==> config.mk <==
export PLATFORM = sky130hd
export DESIGN_NAME = acs_sequencer
export DESIGN_NICKNAME = d
export VERILOG_FILES = /design/src/hw/acs_pkg.sv /design/src/hw/acs_sequencer.sv
export SDC_FILE = /design/constraint.sdc
export NUM_CORES = 1
export LEC_CHECK = 0
export BUFFER_PORTS_ARGS = -buffer_cell sky130_fd_sc_hd__buf_2
export CAP_MARGIN = 30
export CORE_AREA = 2 2 163 133
export CTS_BUF_LIST = sky130_fd_sc_hd__clkbuf_8
export DETAILED_ROUTE_END_ITERATION = 7
export DIE_AREA = 0 0 165 135
export PLACE_DENSITY = 0.75
export SYNTH_ARGS = -nofsm -noshare
export SYNTH_HDL_FRONTEND = slang
export SYNTH_SLANG_ARGS = --single-unit
==> constraint.sdc <==
create_clock -name sys_clk -period 2.6 [get_ports sys_clk]
set_clock_uncertainty 0.05 [all_clocks]
set_input_delay 0.39 -clock sys_clk [delete_from_list [all_inputs] [get_ports sys_clk]]
set_output_delay 0.39 -clock sys_clk [all_outputs]
set_load 0.05 [all_outputs]
==> src/hw/acs_pkg.sv <==
// package for the conversion sequencer: offsets, field layout, types
`default_nettype none
package acs_pkg;
  // ==========================================================
  // register byte offsets
  localparam logic [7:0] ACS_OFF_INS_OFS0 = 8'h14;
  localparam logic [7:0] ACS_OFF_INS_OFS1 = 8'h18;
  localparam logic [7:0] ACS_OFF_INS_OFS2 = 8'h1c;
  localparam logic [7:0] ACS_OFF_INS_OFS3 = 8'h20;
  localparam logic [7:0] ACS_OFF_RSQ_UP   = 8'h2c;
  localparam logic [7:0] ACS_OFF_RSQ_MID  = 8'h30;
  localparam logic [7:0] ACS_OFF_RSQ_LOW  = 8'h34;
  localparam logic [7:0] ACS_OFF_ISQ      = 8'h38;
  localparam logic [7:0] ACS_OFF_STATUS   = 8'h50;
  // ==========================================================
  // field layout
  localparam int ACS_SLOT_W      = 5;
  localparam int ACS_RLEN_LSB    = 20;
  localparam int ACS_RLEN_W      = 4;
  localparam int ACS_ILEN_LSB    = 20;
  localparam int ACS_ILEN_W      = 2;
  localparam int ACS_UP_W        = 24;  // length plus slots 12..15
  localparam int ACS_MID_W       = 30;  // six slots
  localparam int ACS_ISQ_W       = 22;  // length plus four slots
  localparam int ACS_OFS_W       = 12;
  localparam int ACS_DATA_W      = 16;
  localparam int ACS_REG_SLOTS   = 16;
  localparam int ACS_INS_SLOTS   = 4;
  localparam logic [3:0] ACS_INS_LAST = 4'h3;
  // ==========================================================
  // reset values
  localparam logic [31:0] ACS_RST_VAL = 32'h0000_0000;
  // ==========================================================
  // types
  typedef enum logic [1:0] {ACS_IDLE, ACS_REGULAR, ACS_INSERTED} acs_state_t;
  typedef struct packed {
    logic [3:0]            slot;     // position within its group
    logic [ACS_SLOT_W-1:0] channel;  // converted channel
    logic [ACS_DATA_W-1:0] data;     // result word
  } acs_result_t;
endpackage : acs_pkg
`default_nettype wire

==> src/hw/acs_sequencer.sv <==
// conversion sequencer: sequence registers, slot ordering, inserted offset
//
// Added by the designer: the plain strobed port.
`default_nettype none
module acs_sequencer
  import acs_pkg::*;
(
  input  wire logic                  sys_clk,
  input  wire logic                  resetn,
  input  wire logic [7:0]            reg_addr,
  input  wire logic [31:0]           reg_wdata,
  input  wire logic                  reg_wr,
  input  wire logic                  reg_rd,
  output logic      [31:0]           reg_rdata,
  input  wire logic                  regular_trigger,
  input  wire logic                  inserted_trigger,
  output logic                       conv_start,
  output logic      [ACS_SLOT_W-1:0] conv_channel,
  input  wire logic                  conv_done,
  input  wire logic [ACS_OFS_W-1:0]  conv_raw,
  output logic                       regular_valid,
  output logic                       inserted_valid,
  output acs_result_t                result,
  output logic                       busy
);

  // ==========================================================
  // registers
  logic [ACS_UP_W-1:0]   rsq_up_q;
  logic [ACS_MID_W-1:0]  rsq_mid_q;
  logic [ACS_MID_W-1:0]  rsq_low_q;
  logic [ACS_ISQ_W-1:0]  isq_q;
  logic [ACS_OFS_W-1:0]  offset_q [ACS_INS_SLOTS];
  logic [31:0]           rdata_q;
  acs_state_t            state_q;
  logic [3:0]            slot_q;
  logic                  start_q;
  logic [ACS_SLOT_W-1:0] chan_q;
  logic                  reg_valid_q;
  logic                  ins_valid_q;
  acs_result_t           result_q;

  // ==========================================================
  // address decode
  wire sel_up  = (reg_addr == ACS_OFF_RSQ_UP);
  wire sel_mid = (reg_addr == ACS_OFF_RSQ_MID);
  wire sel_low = (reg_addr == ACS_OFF_RSQ_LOW);
  wire sel_isq = (reg_addr == ACS_OFF_ISQ);
  wire sel_st  = (reg_addr == ACS_OFF_STATUS);
  wire wr_up   = reg_wr && sel_up;
  wire wr_mid  = reg_wr && sel_mid;
  wire wr_low  = reg_wr && sel_low;
  wire wr_isq  = reg_wr && sel_isq;

  // ==========================================================
  // field views; slots packed five bits apart, lowest slot at bit 0
  wire [ACS_RLEN_W-1:0] reg_len = rsq_up_q[ACS_RLEN_LSB +: ACS_RLEN_W];
  wire [ACS_ILEN_W-1:0] ins_len = isq_q[ACS_ILEN_LSB +: ACS_ILEN_W];
  wire [ACS_SLOT_W*ACS_REG_SLOTS-1:0] reg_slots =
    {rsq_up_q[ACS_SLOT_W*4-1:0], rsq_mid_q, rsq_low_q};
  wire [ACS_SLOT_W*ACS_INS_SLOTS-1:0] ins_slots =
    isq_q[ACS_SLOT_W*ACS_INS_SLOTS-1:0];
  // first inserted slot: right-justified toward slot 3
  wire [3:0] ins_first = ACS_INS_LAST - {2'b00, ins_len};

  // ==========================================================
  // per-slot channel selection
  wire [3:0] slot_next   = slot_q + 4'h1;
  wire [ACS_SLOT_W-1:0] reg_ch_first = reg_slots[0 +: ACS_SLOT_W];
  wire [ACS_SLOT_W-1:0] reg_ch_next  = reg_slots[ACS_SLOT_W*slot_next +: ACS_SLOT_W];
  wire [ACS_SLOT_W-1:0] ins_ch_first = ins_slots[ACS_SLOT_W*ins_first[1:0] +: ACS_SLOT_W];
  wire [ACS_SLOT_W-1:0] ins_ch_next  = ins_slots[ACS_SLOT_W*slot_next[1:0] +: ACS_SLOT_W];

  // ==========================================================
  // end-of-group detection
  wire reg_last = (slot_q == reg_len);
  wire ins_last = (slot_q == ACS_INS_LAST);
  wire in_reg   = (state_q == ACS_REGULAR);
  wire in_ins   = (state_q == ACS_INSERTED);
  wire go_ins   = (state_q == ACS_IDLE) && inserted_trigger;
  wire go_reg   = (state_q == ACS_IDLE) && regular_trigger && !inserted_trigger;

  // ==========================================================
  // inserted offset subtraction; negative results wrap two's complement
  wire [ACS_OFS_W-1:0] ins_off = offset_q[slot_q[1:0]];
  wire [ACS_DATA_W-1:0] ins_data =
    {4'h0, conv_raw} - {4'h0, ins_off};

  // ==========================================================
  // read mux; unmapped offsets read zero
  wire [31:0] status_word = {24'h0, 2'b00, state_q, slot_q};
  wire [31:0] rd_mux =
    sel_up  ? {8'h00, rsq_up_q} :
    sel_mid ? {2'b00, rsq_mid_q} :
    sel_low ? {2'b00, rsq_low_q} :
    sel_isq ? {10'h000, isq_q} :
    sel_st  ? status_word :
    (reg_addr == ACS_OFF_INS_OFS0) ? {20'h00000, offset_q[0]} :
    (reg_addr == ACS_OFF_INS_OFS1) ? {20'h00000, offset_q[1]} :
    (reg_addr == ACS_OFF_INS_OFS2) ? {20'h00000, offset_q[2]} :
    (reg_addr == ACS_OFF_INS_OFS3) ? {20'h00000, offset_q[3]} : 32'h0000_0000;

  // ==========================================================
  // sequence registers; reserved bits are not stored and read zero
  always_ff @(posedge sys_clk) begin
    if (!resetn) begin
      rsq_up_q  <= ACS_RST_VAL[ACS_UP_W-1:0];
      rsq_mid_q <= ACS_RST_VAL[ACS_MID_W-1:0];
      rsq_low_q <= ACS_RST_VAL[ACS_MID_W-1:0];
      isq_q     <= ACS_RST_VAL[ACS_ISQ_W-1:0];
    end else begin
      if (wr_up)  rsq_up_q  <= reg_wdata[ACS_UP_W-1:0];
      if (wr_mid) rsq_mid_q <= reg_wdata[ACS_MID_W-1:0];
      if (wr_low) rsq_low_q <= reg_wdata[ACS_MID_W-1:0];
      if (wr_isq) isq_q     <= reg_wdata[ACS_ISQ_W-1:0];
    end
  end

  // offset registers, one per inserted slot
  for (genvar i = 0; i < ACS_INS_SLOTS; i++) begin : g_offset
    localparam logic [7:0] OFF = ACS_OFF_INS_OFS0 + 8'(4 * i);
    always_ff @(posedge sys_clk) begin
      if (!resetn) begin
        offset_q[i] <= ACS_RST_VAL[ACS_OFS_W-1:0];
      end else if (reg_wr && reg_addr == OFF) begin
        offset_q[i] <= reg_wdata[ACS_OFS_W-1:0];
      end
    end
  end

  // read data stands only in the cycle after the strobe
  always_ff @(posedge sys_clk) begin
    if (!resetn) begin
      rdata_q <= ACS_RST_VAL;
    end else begin
      rdata_q <= reg_rd ? rd_mux : 32'h0000_0000;
    end
  end

  // ==========================================================
  // slot walker; triggers while busy are ignored, inserted wins at idle
  always_ff @(posedge sys_clk) begin
    if (!resetn) begin
      state_q <= ACS_IDLE;
      slot_q  <= 4'h0;
      start_q <= 1'b0;
      chan_q  <= 5'h00;
    end else begin
      start_q <= 1'b0;
      unique case (state_q)
        ACS_IDLE: begin
          if (go_ins) begin
            state_q <= ACS_INSERTED;
            slot_q  <= ins_first;
            chan_q  <= ins_ch_first;
            start_q <= 1'b1;
          end else if (go_reg) begin
            state_q <= ACS_REGULAR;
            slot_q  <= 4'h0;
            chan_q  <= reg_ch_first;
            start_q <= 1'b1;
          end
        end
        ACS_REGULAR: begin
          if (conv_done) begin
            if (reg_last) begin
              state_q <= ACS_IDLE;
            end else begin
              slot_q  <= slot_next;
              chan_q  <= reg_ch_next;
              start_q <= 1'b1;
            end
          end
        end
        ACS_INSERTED: begin
          if (conv_done) begin
            if (ins_last) begin
              state_q <= ACS_IDLE;
            end else begin
              slot_q  <= slot_next;
              chan_q  <= ins_ch_next;
              start_q <= 1'b1;
            end
          end
        end
        default: state_q <= ACS_IDLE;
      endcase
    end
  end

  // ==========================================================
  // result capture; done outside a run is dropped
  always_ff @(posedge sys_clk) begin
    if (!resetn) begin
      reg_valid_q <= 1'b0;
      ins_valid_q <= 1'b0;
      result_q    <= '0;
    end else begin
      reg_valid_q <= conv_done && in_reg;
      ins_valid_q <= conv_done && in_ins;
      if (conv_done && (in_reg || in_ins)) begin
        result_q.slot    <= slot_q;
        result_q.channel <= chan_q;
        result_q.data    <= in_ins ? ins_data : {4'h0, conv_raw};
      end
    end
  end

  // ==========================================================
  // outputs
  assign reg_rdata      = rdata_q;
  assign conv_start     = start_q;
  assign conv_channel   = chan_q;
  assign regular_valid  = reg_valid_q;
  assign inserted_valid = ins_valid_q;
  assign result         = result_q;
  assign busy           = (state_q != ACS_IDLE);

  // ==========================================================
  // checks
  chk_regular_run_end: assert property (@(posedge sys_clk) disable iff (!resetn)
    in_reg && conv_done && slot_q == reg_len |=> state_q == ACS_IDLE)
    else $error("regular run did not stop at programmed length");

  chk_regular_step_up: assert property (@(posedge sys_clk) disable iff (!resetn)
    in_reg && conv_done && slot_q != reg_len
      |=> in_reg && slot_q == $past(slot_q) + 4'h1 && conv_start)
    else $error("regular slot did not advance by one");

  chk_regular_first: assert property (@(posedge sys_clk) disable iff (!resetn)
    go_reg |=> slot_q == 4'h0 && conv_channel == $past(rsq_low_q[4:0]) && conv_start)
    else $error("regular run did not begin at slot zero");

  chk_regular_channel: assert property (@(posedge sys_clk) disable iff (!resetn)
    in_reg && conv_start |-> conv_channel == reg_slots[ACS_SLOT_W*slot_q +: ACS_SLOT_W])
    else $error("regular channel does not match its slot");

  chk_inserted_first: assert property (@(posedge sys_clk) disable iff (!resetn)
    go_ins |=> in_ins && slot_q == 4'h3 - {2'b00, $past(ins_len)})
    else $error("inserted run started at wrong slot");

  chk_inserted_end: assert property (@(posedge sys_clk) disable iff (!resetn)
    in_ins && conv_done && slot_q == 4'h3 |=> !busy ##0 inserted_valid)
    else $error("inserted run did not end after slot three");

  chk_inserted_offset: assert property (@(posedge sys_clk) disable iff (!resetn)
    in_ins && conv_done
      |=> result.data == 16'($past({4'h0, conv_raw}) - $past({4'h0, ins_off})))
    else $error("inserted result lacks offset subtraction");

  chk_start_single: assert property (@(posedge sys_clk) disable iff (!resetn)
    conv_start |=> !conv_start)
    else $error("conversion start held longer than one cycle");

  chk_length_write: assert property (@(posedge sys_clk) disable iff (!resetn)
    wr_up |=> reg_len == $past(reg_wdata[23:20]))
    else $error("regular length field not stored from bits 23:20");

  chk_inserted_write: assert property (@(posedge sys_clk) disable iff (!resetn)
    wr_isq |=> ins_slots[19:15] == $past(reg_wdata[19:15]) && ins_len == $past(reg_wdata[21:20]))
    else $error("inserted sequence fields not stored");

  // register bus, channel selection and result valid; read data must not linger past its cycle
  chk_read_idle_zero: assert property (@(posedge sys_clk) disable iff (!resetn)
    !reg_rd |=> reg_rdata == 32'h0000_0000)
    else $error("read data present without a read strobe");

  chk_upper_read: assert property (@(posedge sys_clk) disable iff (!resetn)
    reg_rd && sel_up |=> reg_rdata[31:24] == 8'h00 && reg_rdata[23:20] == $past(reg_len))
    else $error("upper register read shows wrong length or reserved bits");

  chk_lower_write: assert property (@(posedge sys_clk) disable iff (!resetn)
    wr_low |=> reg_slots[29:0] == $past(reg_wdata[29:0]))
    else $error("lower register not stored as slots zero to five");

  chk_middle_write: assert property (@(posedge sys_clk) disable iff (!resetn)
    wr_mid |=> reg_slots[59:30] == $past(reg_wdata[29:0]))
    else $error("middle register not stored as slots six to eleven");

  chk_upper_slots: assert property (@(posedge sys_clk) disable iff (!resetn)
    wr_up |=> reg_slots[79:60] == $past(reg_wdata[19:0]))
    else $error("upper register not stored as slots twelve to fifteen");

  chk_inserted_channel: assert property (@(posedge sys_clk) disable iff (!resetn)
    in_ins && conv_start |-> conv_channel == ins_slots[ACS_SLOT_W*slot_q[1:0] +: ACS_SLOT_W])
    else $error("inserted channel does not match its slot");

  chk_valid_pulse: assert property (@(posedge sys_clk) disable iff (!resetn)
    regular_valid || inserted_valid |=> !regular_valid && !inserted_valid)
    else $error("result valid held longer than one cycle");

  chk_status_read: assert property (@(posedge sys_clk) disable iff (!resetn)
    reg_rd && sel_st |=> reg_rdata[5:4] == $past(state_q) && reg_rdata[3:0] == $past(slot_q))
    else $error("status read does not show state and slot");

endmodule : acs_sequencer
`default_nettype wire

==> out/metrics.cfg, run 1 <==
[status]
status=complete, but fails checks
violations=negative setup slack

[clock_tree]
cts_made_buffers=38
htreeDepth=2
clk_latency_ns=0.54
cts_root_buffer=clkbuf_8
cts_hold_buf=0
clk_path_buf_depth=3
clk_pin_slew_ns=0.06
cts_tree=done
clkSinkCount=222

[route]
vias_per_cell=6.05
vias=10168
wl_um=35700
drc=0
drtAntennaViolNets=0
wire_per_inst_um=21.2
drt-pass1-iter-count=6
first_iter_violations=1380

[yosys]
ys_warn_count=0
ys_ff_latch=222
synth_cells=1249
synth_area_sq_um=11200
ys_types=78
synth_area_leader_cell=dfxtp_1
asyncSetResetFlopFracSynth_pct=0
synth-main-ff-cell=dfxtp_1
avgSynthCellArea_sq_um=8.96
yosysSeqAreaShare_pct=44.0
synth.cells.most_frequent=nand2_1 (287), dfxtp_1 (174), a21oi_1 (164)
synthMostInstantiatedCell=nand2_1
synth_enable_flop_cells=48
yosys-top-cells-area=dfxtp_1 (31%), edfxtp_1 (13%), nand2_1 (9.6%), mux4_2 (7.4%), a21oi_1 (7.3%)
synth_top_area_share_pct=31.1

[setup_path]
arrival_ns=2.99
cp_slowest_cell=mux4_2
worstPathCellList=buf_12, buf_6, buf_12, mux4_2, inv_2, ha_1, nor2_1, a21oi_1, nand3_1, a31oi_2, a21oi_1
critPathMaxStageDelay_ns=0.56
critical_path_buf_inv_count=4
critPathKind=register to register
start_kind=register
cp_top_family=compound AO/OA/AOI/OAI gates
crit_fanout=6
crit_required_ns=2.96
end_kind=register

[placed_design]
dp_hpwl_um=25300
port_buffers=120
placed_area_sq_um=12300
place.gp.congestion=0.938
dpl.cell_count=1610

[floorplan]
coreArea_sq_um=20500
row_count=47
die_w_um=165
ios=125
start_util_pct=54.5
die_y_um=135
dieArea_sq_um=22300

[final_layout]
fin_nets=1461
n_fill_cell=1692
drive_above_1_share_pct=24.2
final_util_pct=64.3
area_growth_syn_to_layout_pct=17.9
fin_cells=1680
diodes=0
final_cell_area_sq_um=13200

[grt]
grt_max_degree=79
grt_pass1_wl_um=53800
grt_pass1_vias=9363
antenna_found_initial=1
grt-ovfl-total=0
track_usage_pct=31.8

[power]
p_int_uw=6910
combPwrFrac_pct=34.9
power_frac_seq_pct=36.2
p_sw_uw=3680
switching_share_pct=34.7
p_per_area_nw_per_um2=802
leakage_uw=0.00494
pwr-share-clk_pct=28.9
power_uw=10600
peakVddDrop_uv=594

[sta]
fin_ws_ns=-0.0231
slew_viol_final=0
tightest_slew_ns=0.688
final.min_clock_period_ns=2.62
setup_viol=1
slew_headroom_pct=53.9
finalCritPeriodShare_pct=101
fmax_ghz=0.381
rsz0062_at_grt=true
whs_ns=0.0587
hold_viol=0

[hold_path]
worst_hold_path_type=primary input to register

[run]
drv_cap=0

## flip-flops by register name, indices dropped and copies added, names as in the netlist, named ones only
register        cells
isq_q              22
rsq_low_q          30
regular_valid       1
reg_rdata          30
rsq_mid_q          30
conv_start          1
rsq_up_q           24
slot_q              4
offset_q           48
result             22
conv_channel        5
inserted_valid      1
state_q             2
## worst min-delay path, stage by stage
cell and delay [ns]:
buf_2 0.11, nand2_1 0.05, a21oi_1 0.05
## power by group through the flow
| stage | clock, uW | sequential, uW | combinational, uW |
|---|---|---|---|
| 2_1_floorplan | 0 | 4130 | 2110 |
| 3_3_place_gp | 0 | 3890 | 3300 |
| 3_5_place_dp | 0 | 3900 | 3350 |
| 4_1_cts | 3090 | 3830 | 3380 |
| 5_1_grt | 3260 | 3840 | 3950 |
| 6_report | 3060 | 3830 | 3690 |
## layer usage
metal  up-vias  track usage (%)  routed length [um]
met1      4732             45.7               14800
met4         2             10.0                1050
li1       4682                -                   -
met3       105             10.5                4850
met5         -                0                  13
met2       647             45.3               15000
## cell usage in the layout (no fill, tap or decap), types with 6 or more instances in the layout
cell,n
mux4_2,37
mux2_2,10
buf_2,120
dfxtp_1,171
a22oi_1,18
xnor2_1,7
buf_12,8
edfxtp_1,48
a21oi_1,161
o21ai_0,31
a22o_1,16
o21a_1,6
and3_1,10
mux2i_1,23
clkbuf_8,47
o22ai_1,7
o21ai_1,18
inv_1,30
and2_1,53
nand2_1,287
inv_2,6
nor2_1,54
buf_4,61
ha_1,11
nor3_1,7
a211oi_1,11
nand3_1,16
nand2b_1,12
## stage by stage
stage | TNS [ns] | setup slack, ns
2_1_floorplan | 0 | 0.00896
3_3_place_gp | -0.245 | -0.0919
3_5_place_dp | -0.533 | -0.167
4_1_cts | -0.0738 | -0.0432
5_1_grt | -0.0934 | -0.0605
6_report | -0.0231 | -0.0231
## area by class of cell
class                   count  area (sq um)  share of cell area (%)
inverters                  24          92.6                   0.702
flip-flops and latches    222          4930                    37.4
clock inverters            20          91.3                   0.692
repair buffers            191          1240                    9.41
multi-input cells         907          5850                    44.4
clock buffers              47           647                    4.90
well taps                 269           337                    2.55
## path summary, 6_finish.rpt
path	start	end	slack [ns]	cells after the start
max	register	result[9]	-0.02	11
max reg2reg	register	result[9]	-0.02	11
min	reg_wdata[28]	rsq_low_q[28]	0.06	3
min reg2reg	result[18]	result[18]	0.40	2
## cells by family after synthesis
logic type,synth area share (%)
XOR/XNOR,0.928
buffers and inverters,5.12
AND/OR/NAND/NOR,19.6
other,0.0335
AO/OA/AOI/OAI,17.8
multiplexers,10.5
adder cells (fa/ha/maj),2.08
flip-flops,44.0
## what timing repair did
action                     CTS  global route
resized for setup            4            35
setup endpoints to repair    6            11
setup buffers                0             3
pin swaps                    1            10
No activity file was read; power rests on OpenSTA's default activity.
==> inputs of run 2 (changes only) <==
Settings changed: CORE_AREA 2 2 163 133 to 2 2 213 173, DIE_AREA 0 0 165 135 to 0 0 215 175, PLACE_DENSITY 0.75 to 0.47.
Clock period 2.6 ns to 2.4 ns, I/O delays scaled along.
==> out/metrics.cfg, run 2 (same netlist as run 1, synthesis figures left out) <==
[sta]
slew_viol_final=0
tightest_slew_ns=0.770
hold_viol=0
fin_ws_ns=-0.153
whs_ns=0.0333
slew_headroom_pct=48.5
finalCritPeriodShare_pct=106
rsz0062_at_grt=true
final.min_clock_period_ns=2.55
fin_tns_setup_ns=-0.716
fmax_ghz=0.392
setup_viol=7

[final_layout]
multi_input_area_sq_um=5880
area_growth_syn_to_layout_pct=24.9
regArea_sq_um=4930
top_register=offset_q
drive_above_1_share_pct=26.5
final_cell_mix=nand2_1 (287), dfxtp_1 (171), a21oi_1 (161)
fin_nets=1517
diodes=0
n_fill_cell=3654
fin_cells=1950
largest_register_ffs=48
layout_commonest_cell=nand2_1

[floorplan]
die_y_um=175
start_util_pct=31.5
row_count=62
dieArea_sq_um=37600
ios=125
coreArea_sq_um=35500
die_w_um=215

[clock_tree]
cts_made_buffers=40
cts_root_buffer=clkbuf_8
clk_latency_ns=0.56
clk_pin_slew_ns=0.07
clk_path_buf_depth=3
clkSinkCount=222
htreeDepth=2
cts_tree=done

[route]
drt-pass1-iter-count=6
vias=10110
vias_per_cell=5.18
wire_per_inst_um=21.5
drtAntennaViolNets=0
first_iter_violations=970
drc=0
wl_um=41900

[setup_path]
worstRegToRegCells=9
timing.reg2reg.setup_slack_ns=-0.15
crit_end=result[10]
crit_fanout=6
crit_required_ns=2.80
critPathKind=register to register
start_kind=register
arrival_ns=2.95
r2r-end=result[10]
end_kind=register

[grt]
grt-ovfl-total=0
grt_max_degree=72
track_usage_pct=21.8
grt_pass1_vias=9589
grt_pass1_wl_um=62300
antenna_found_initial=1

[status]
violations=negative setup slack
status=complete, but fails checks

[hold_path]
worst_hold_path_type=primary input to register

[power]
leakage_uw=0.00525
p_per_area_nw_per_um2=854
peakVddDrop_uv=467

[placed_design]
dp_hpwl_um=30800
post-place-ws_ns=-0.213
place.gp.congestion=0.895
port_buffers=120
dpl.cell_count=1861

[run]
drv_cap=0

[run 2: cell types whose count changed in the layout (fill, tap and decap cells not counted), moves of 2 or more]
cell | before | now
nor2_1 | 54 | 52
o311ai_1 | 2 | 0
clkinv_2 | 5 | 1
nor2_2 | 4 | 6
o21ai_0 | 31 | 28
nand3_1 | 16 | 14
ha_1 | 11 | 13
dlygate4sd3_1 | 0 | 9
o21ai_1 | 18 | 21
nand3_2 | 4 | 6
clkbuf_8 | 47 | 49
buf_4 | 61 | 106
inv_1 | 30 | 35
[run 2: worst min path at each step]
stage | end | cells after the start | slack [ns] | startpoint
after detailed placement | result[18] | 2 | 0.40 | result[18]
after global routing | rsq_low_q[19] | 3 | 0.006 | reg_wdata[19]
after CTS | rsq_low_q[19] | 3 | 0.0007 | reg_wdata[19]
after global placement | result[18] | 2 | 0.39 | result[18]
final | rsq_low_q[19] | 3 | 0.03 | reg_wdata[19]
after floorplan | reg_rdata[4] | 2 | 0.39 | rsq_up_q[4]
[run 2: critical path, cell delays in order (launching register included)]
cell and delay, ns:
dfxtp_4 0.40, buf_4 0.12, mux4_2 0.51, ha_4 0.18, fa_2 0.37, nor2b_4 0.15
o31ai_4 0.10, a21oi_2 0.20, a31oi_1 0.11, a211o_1 0.23
[run 2: report_power, final]
part / internal, uW / total, uW / switching [uW]
registers: 4000 / 4130 / 130
clock network: 1960 / 3610 / 1650
logic: 1830 / 4210 / 2380
[run 2: metrics by stage]
step | cell area [sq um] | power [uW] | util (%)
after CTS | 13900 | 11800 | 39.0
final | 14000 | 11900 | 39.4
after floorplan | 11300 | 6850 | -
after global routing | 14000 | 12600 | 39.4
after detailed placement | 12900 | 8080 | 36.3
after global placement | 12900 | 8060 | 36.3
[run 2: layout make-up]
type	instances	area share, %
Multi-Input combinational cell	907	42.0
Clock inverter	23	0.930
Sequential cell	222	35.3
Timing Repair Buffer	245	12.0
Inverter	24	0.662
Clock buffer	49	4.82
Tap cell	480	4.29
[run 2: repair_timing]
item | CTS | global route
setup buffers | 1 | 7
hold endpoints to repair | 17 | 0
endpoints found under the setup margin | 8 | 18
pin swaps | 5 | 18
resized for setup | 14 | 15
hold buffers | 9 | 0
[run 2: routing by layer]
metal  up-vias  share of wire [%]  track usage [%]
li1       4791                  -                -
met4         2                2.5             6.12
met2       363                 43             32.6
met1      4883                 48             32.8
met3        71                6.5             2.89
met5         -              0.031                0
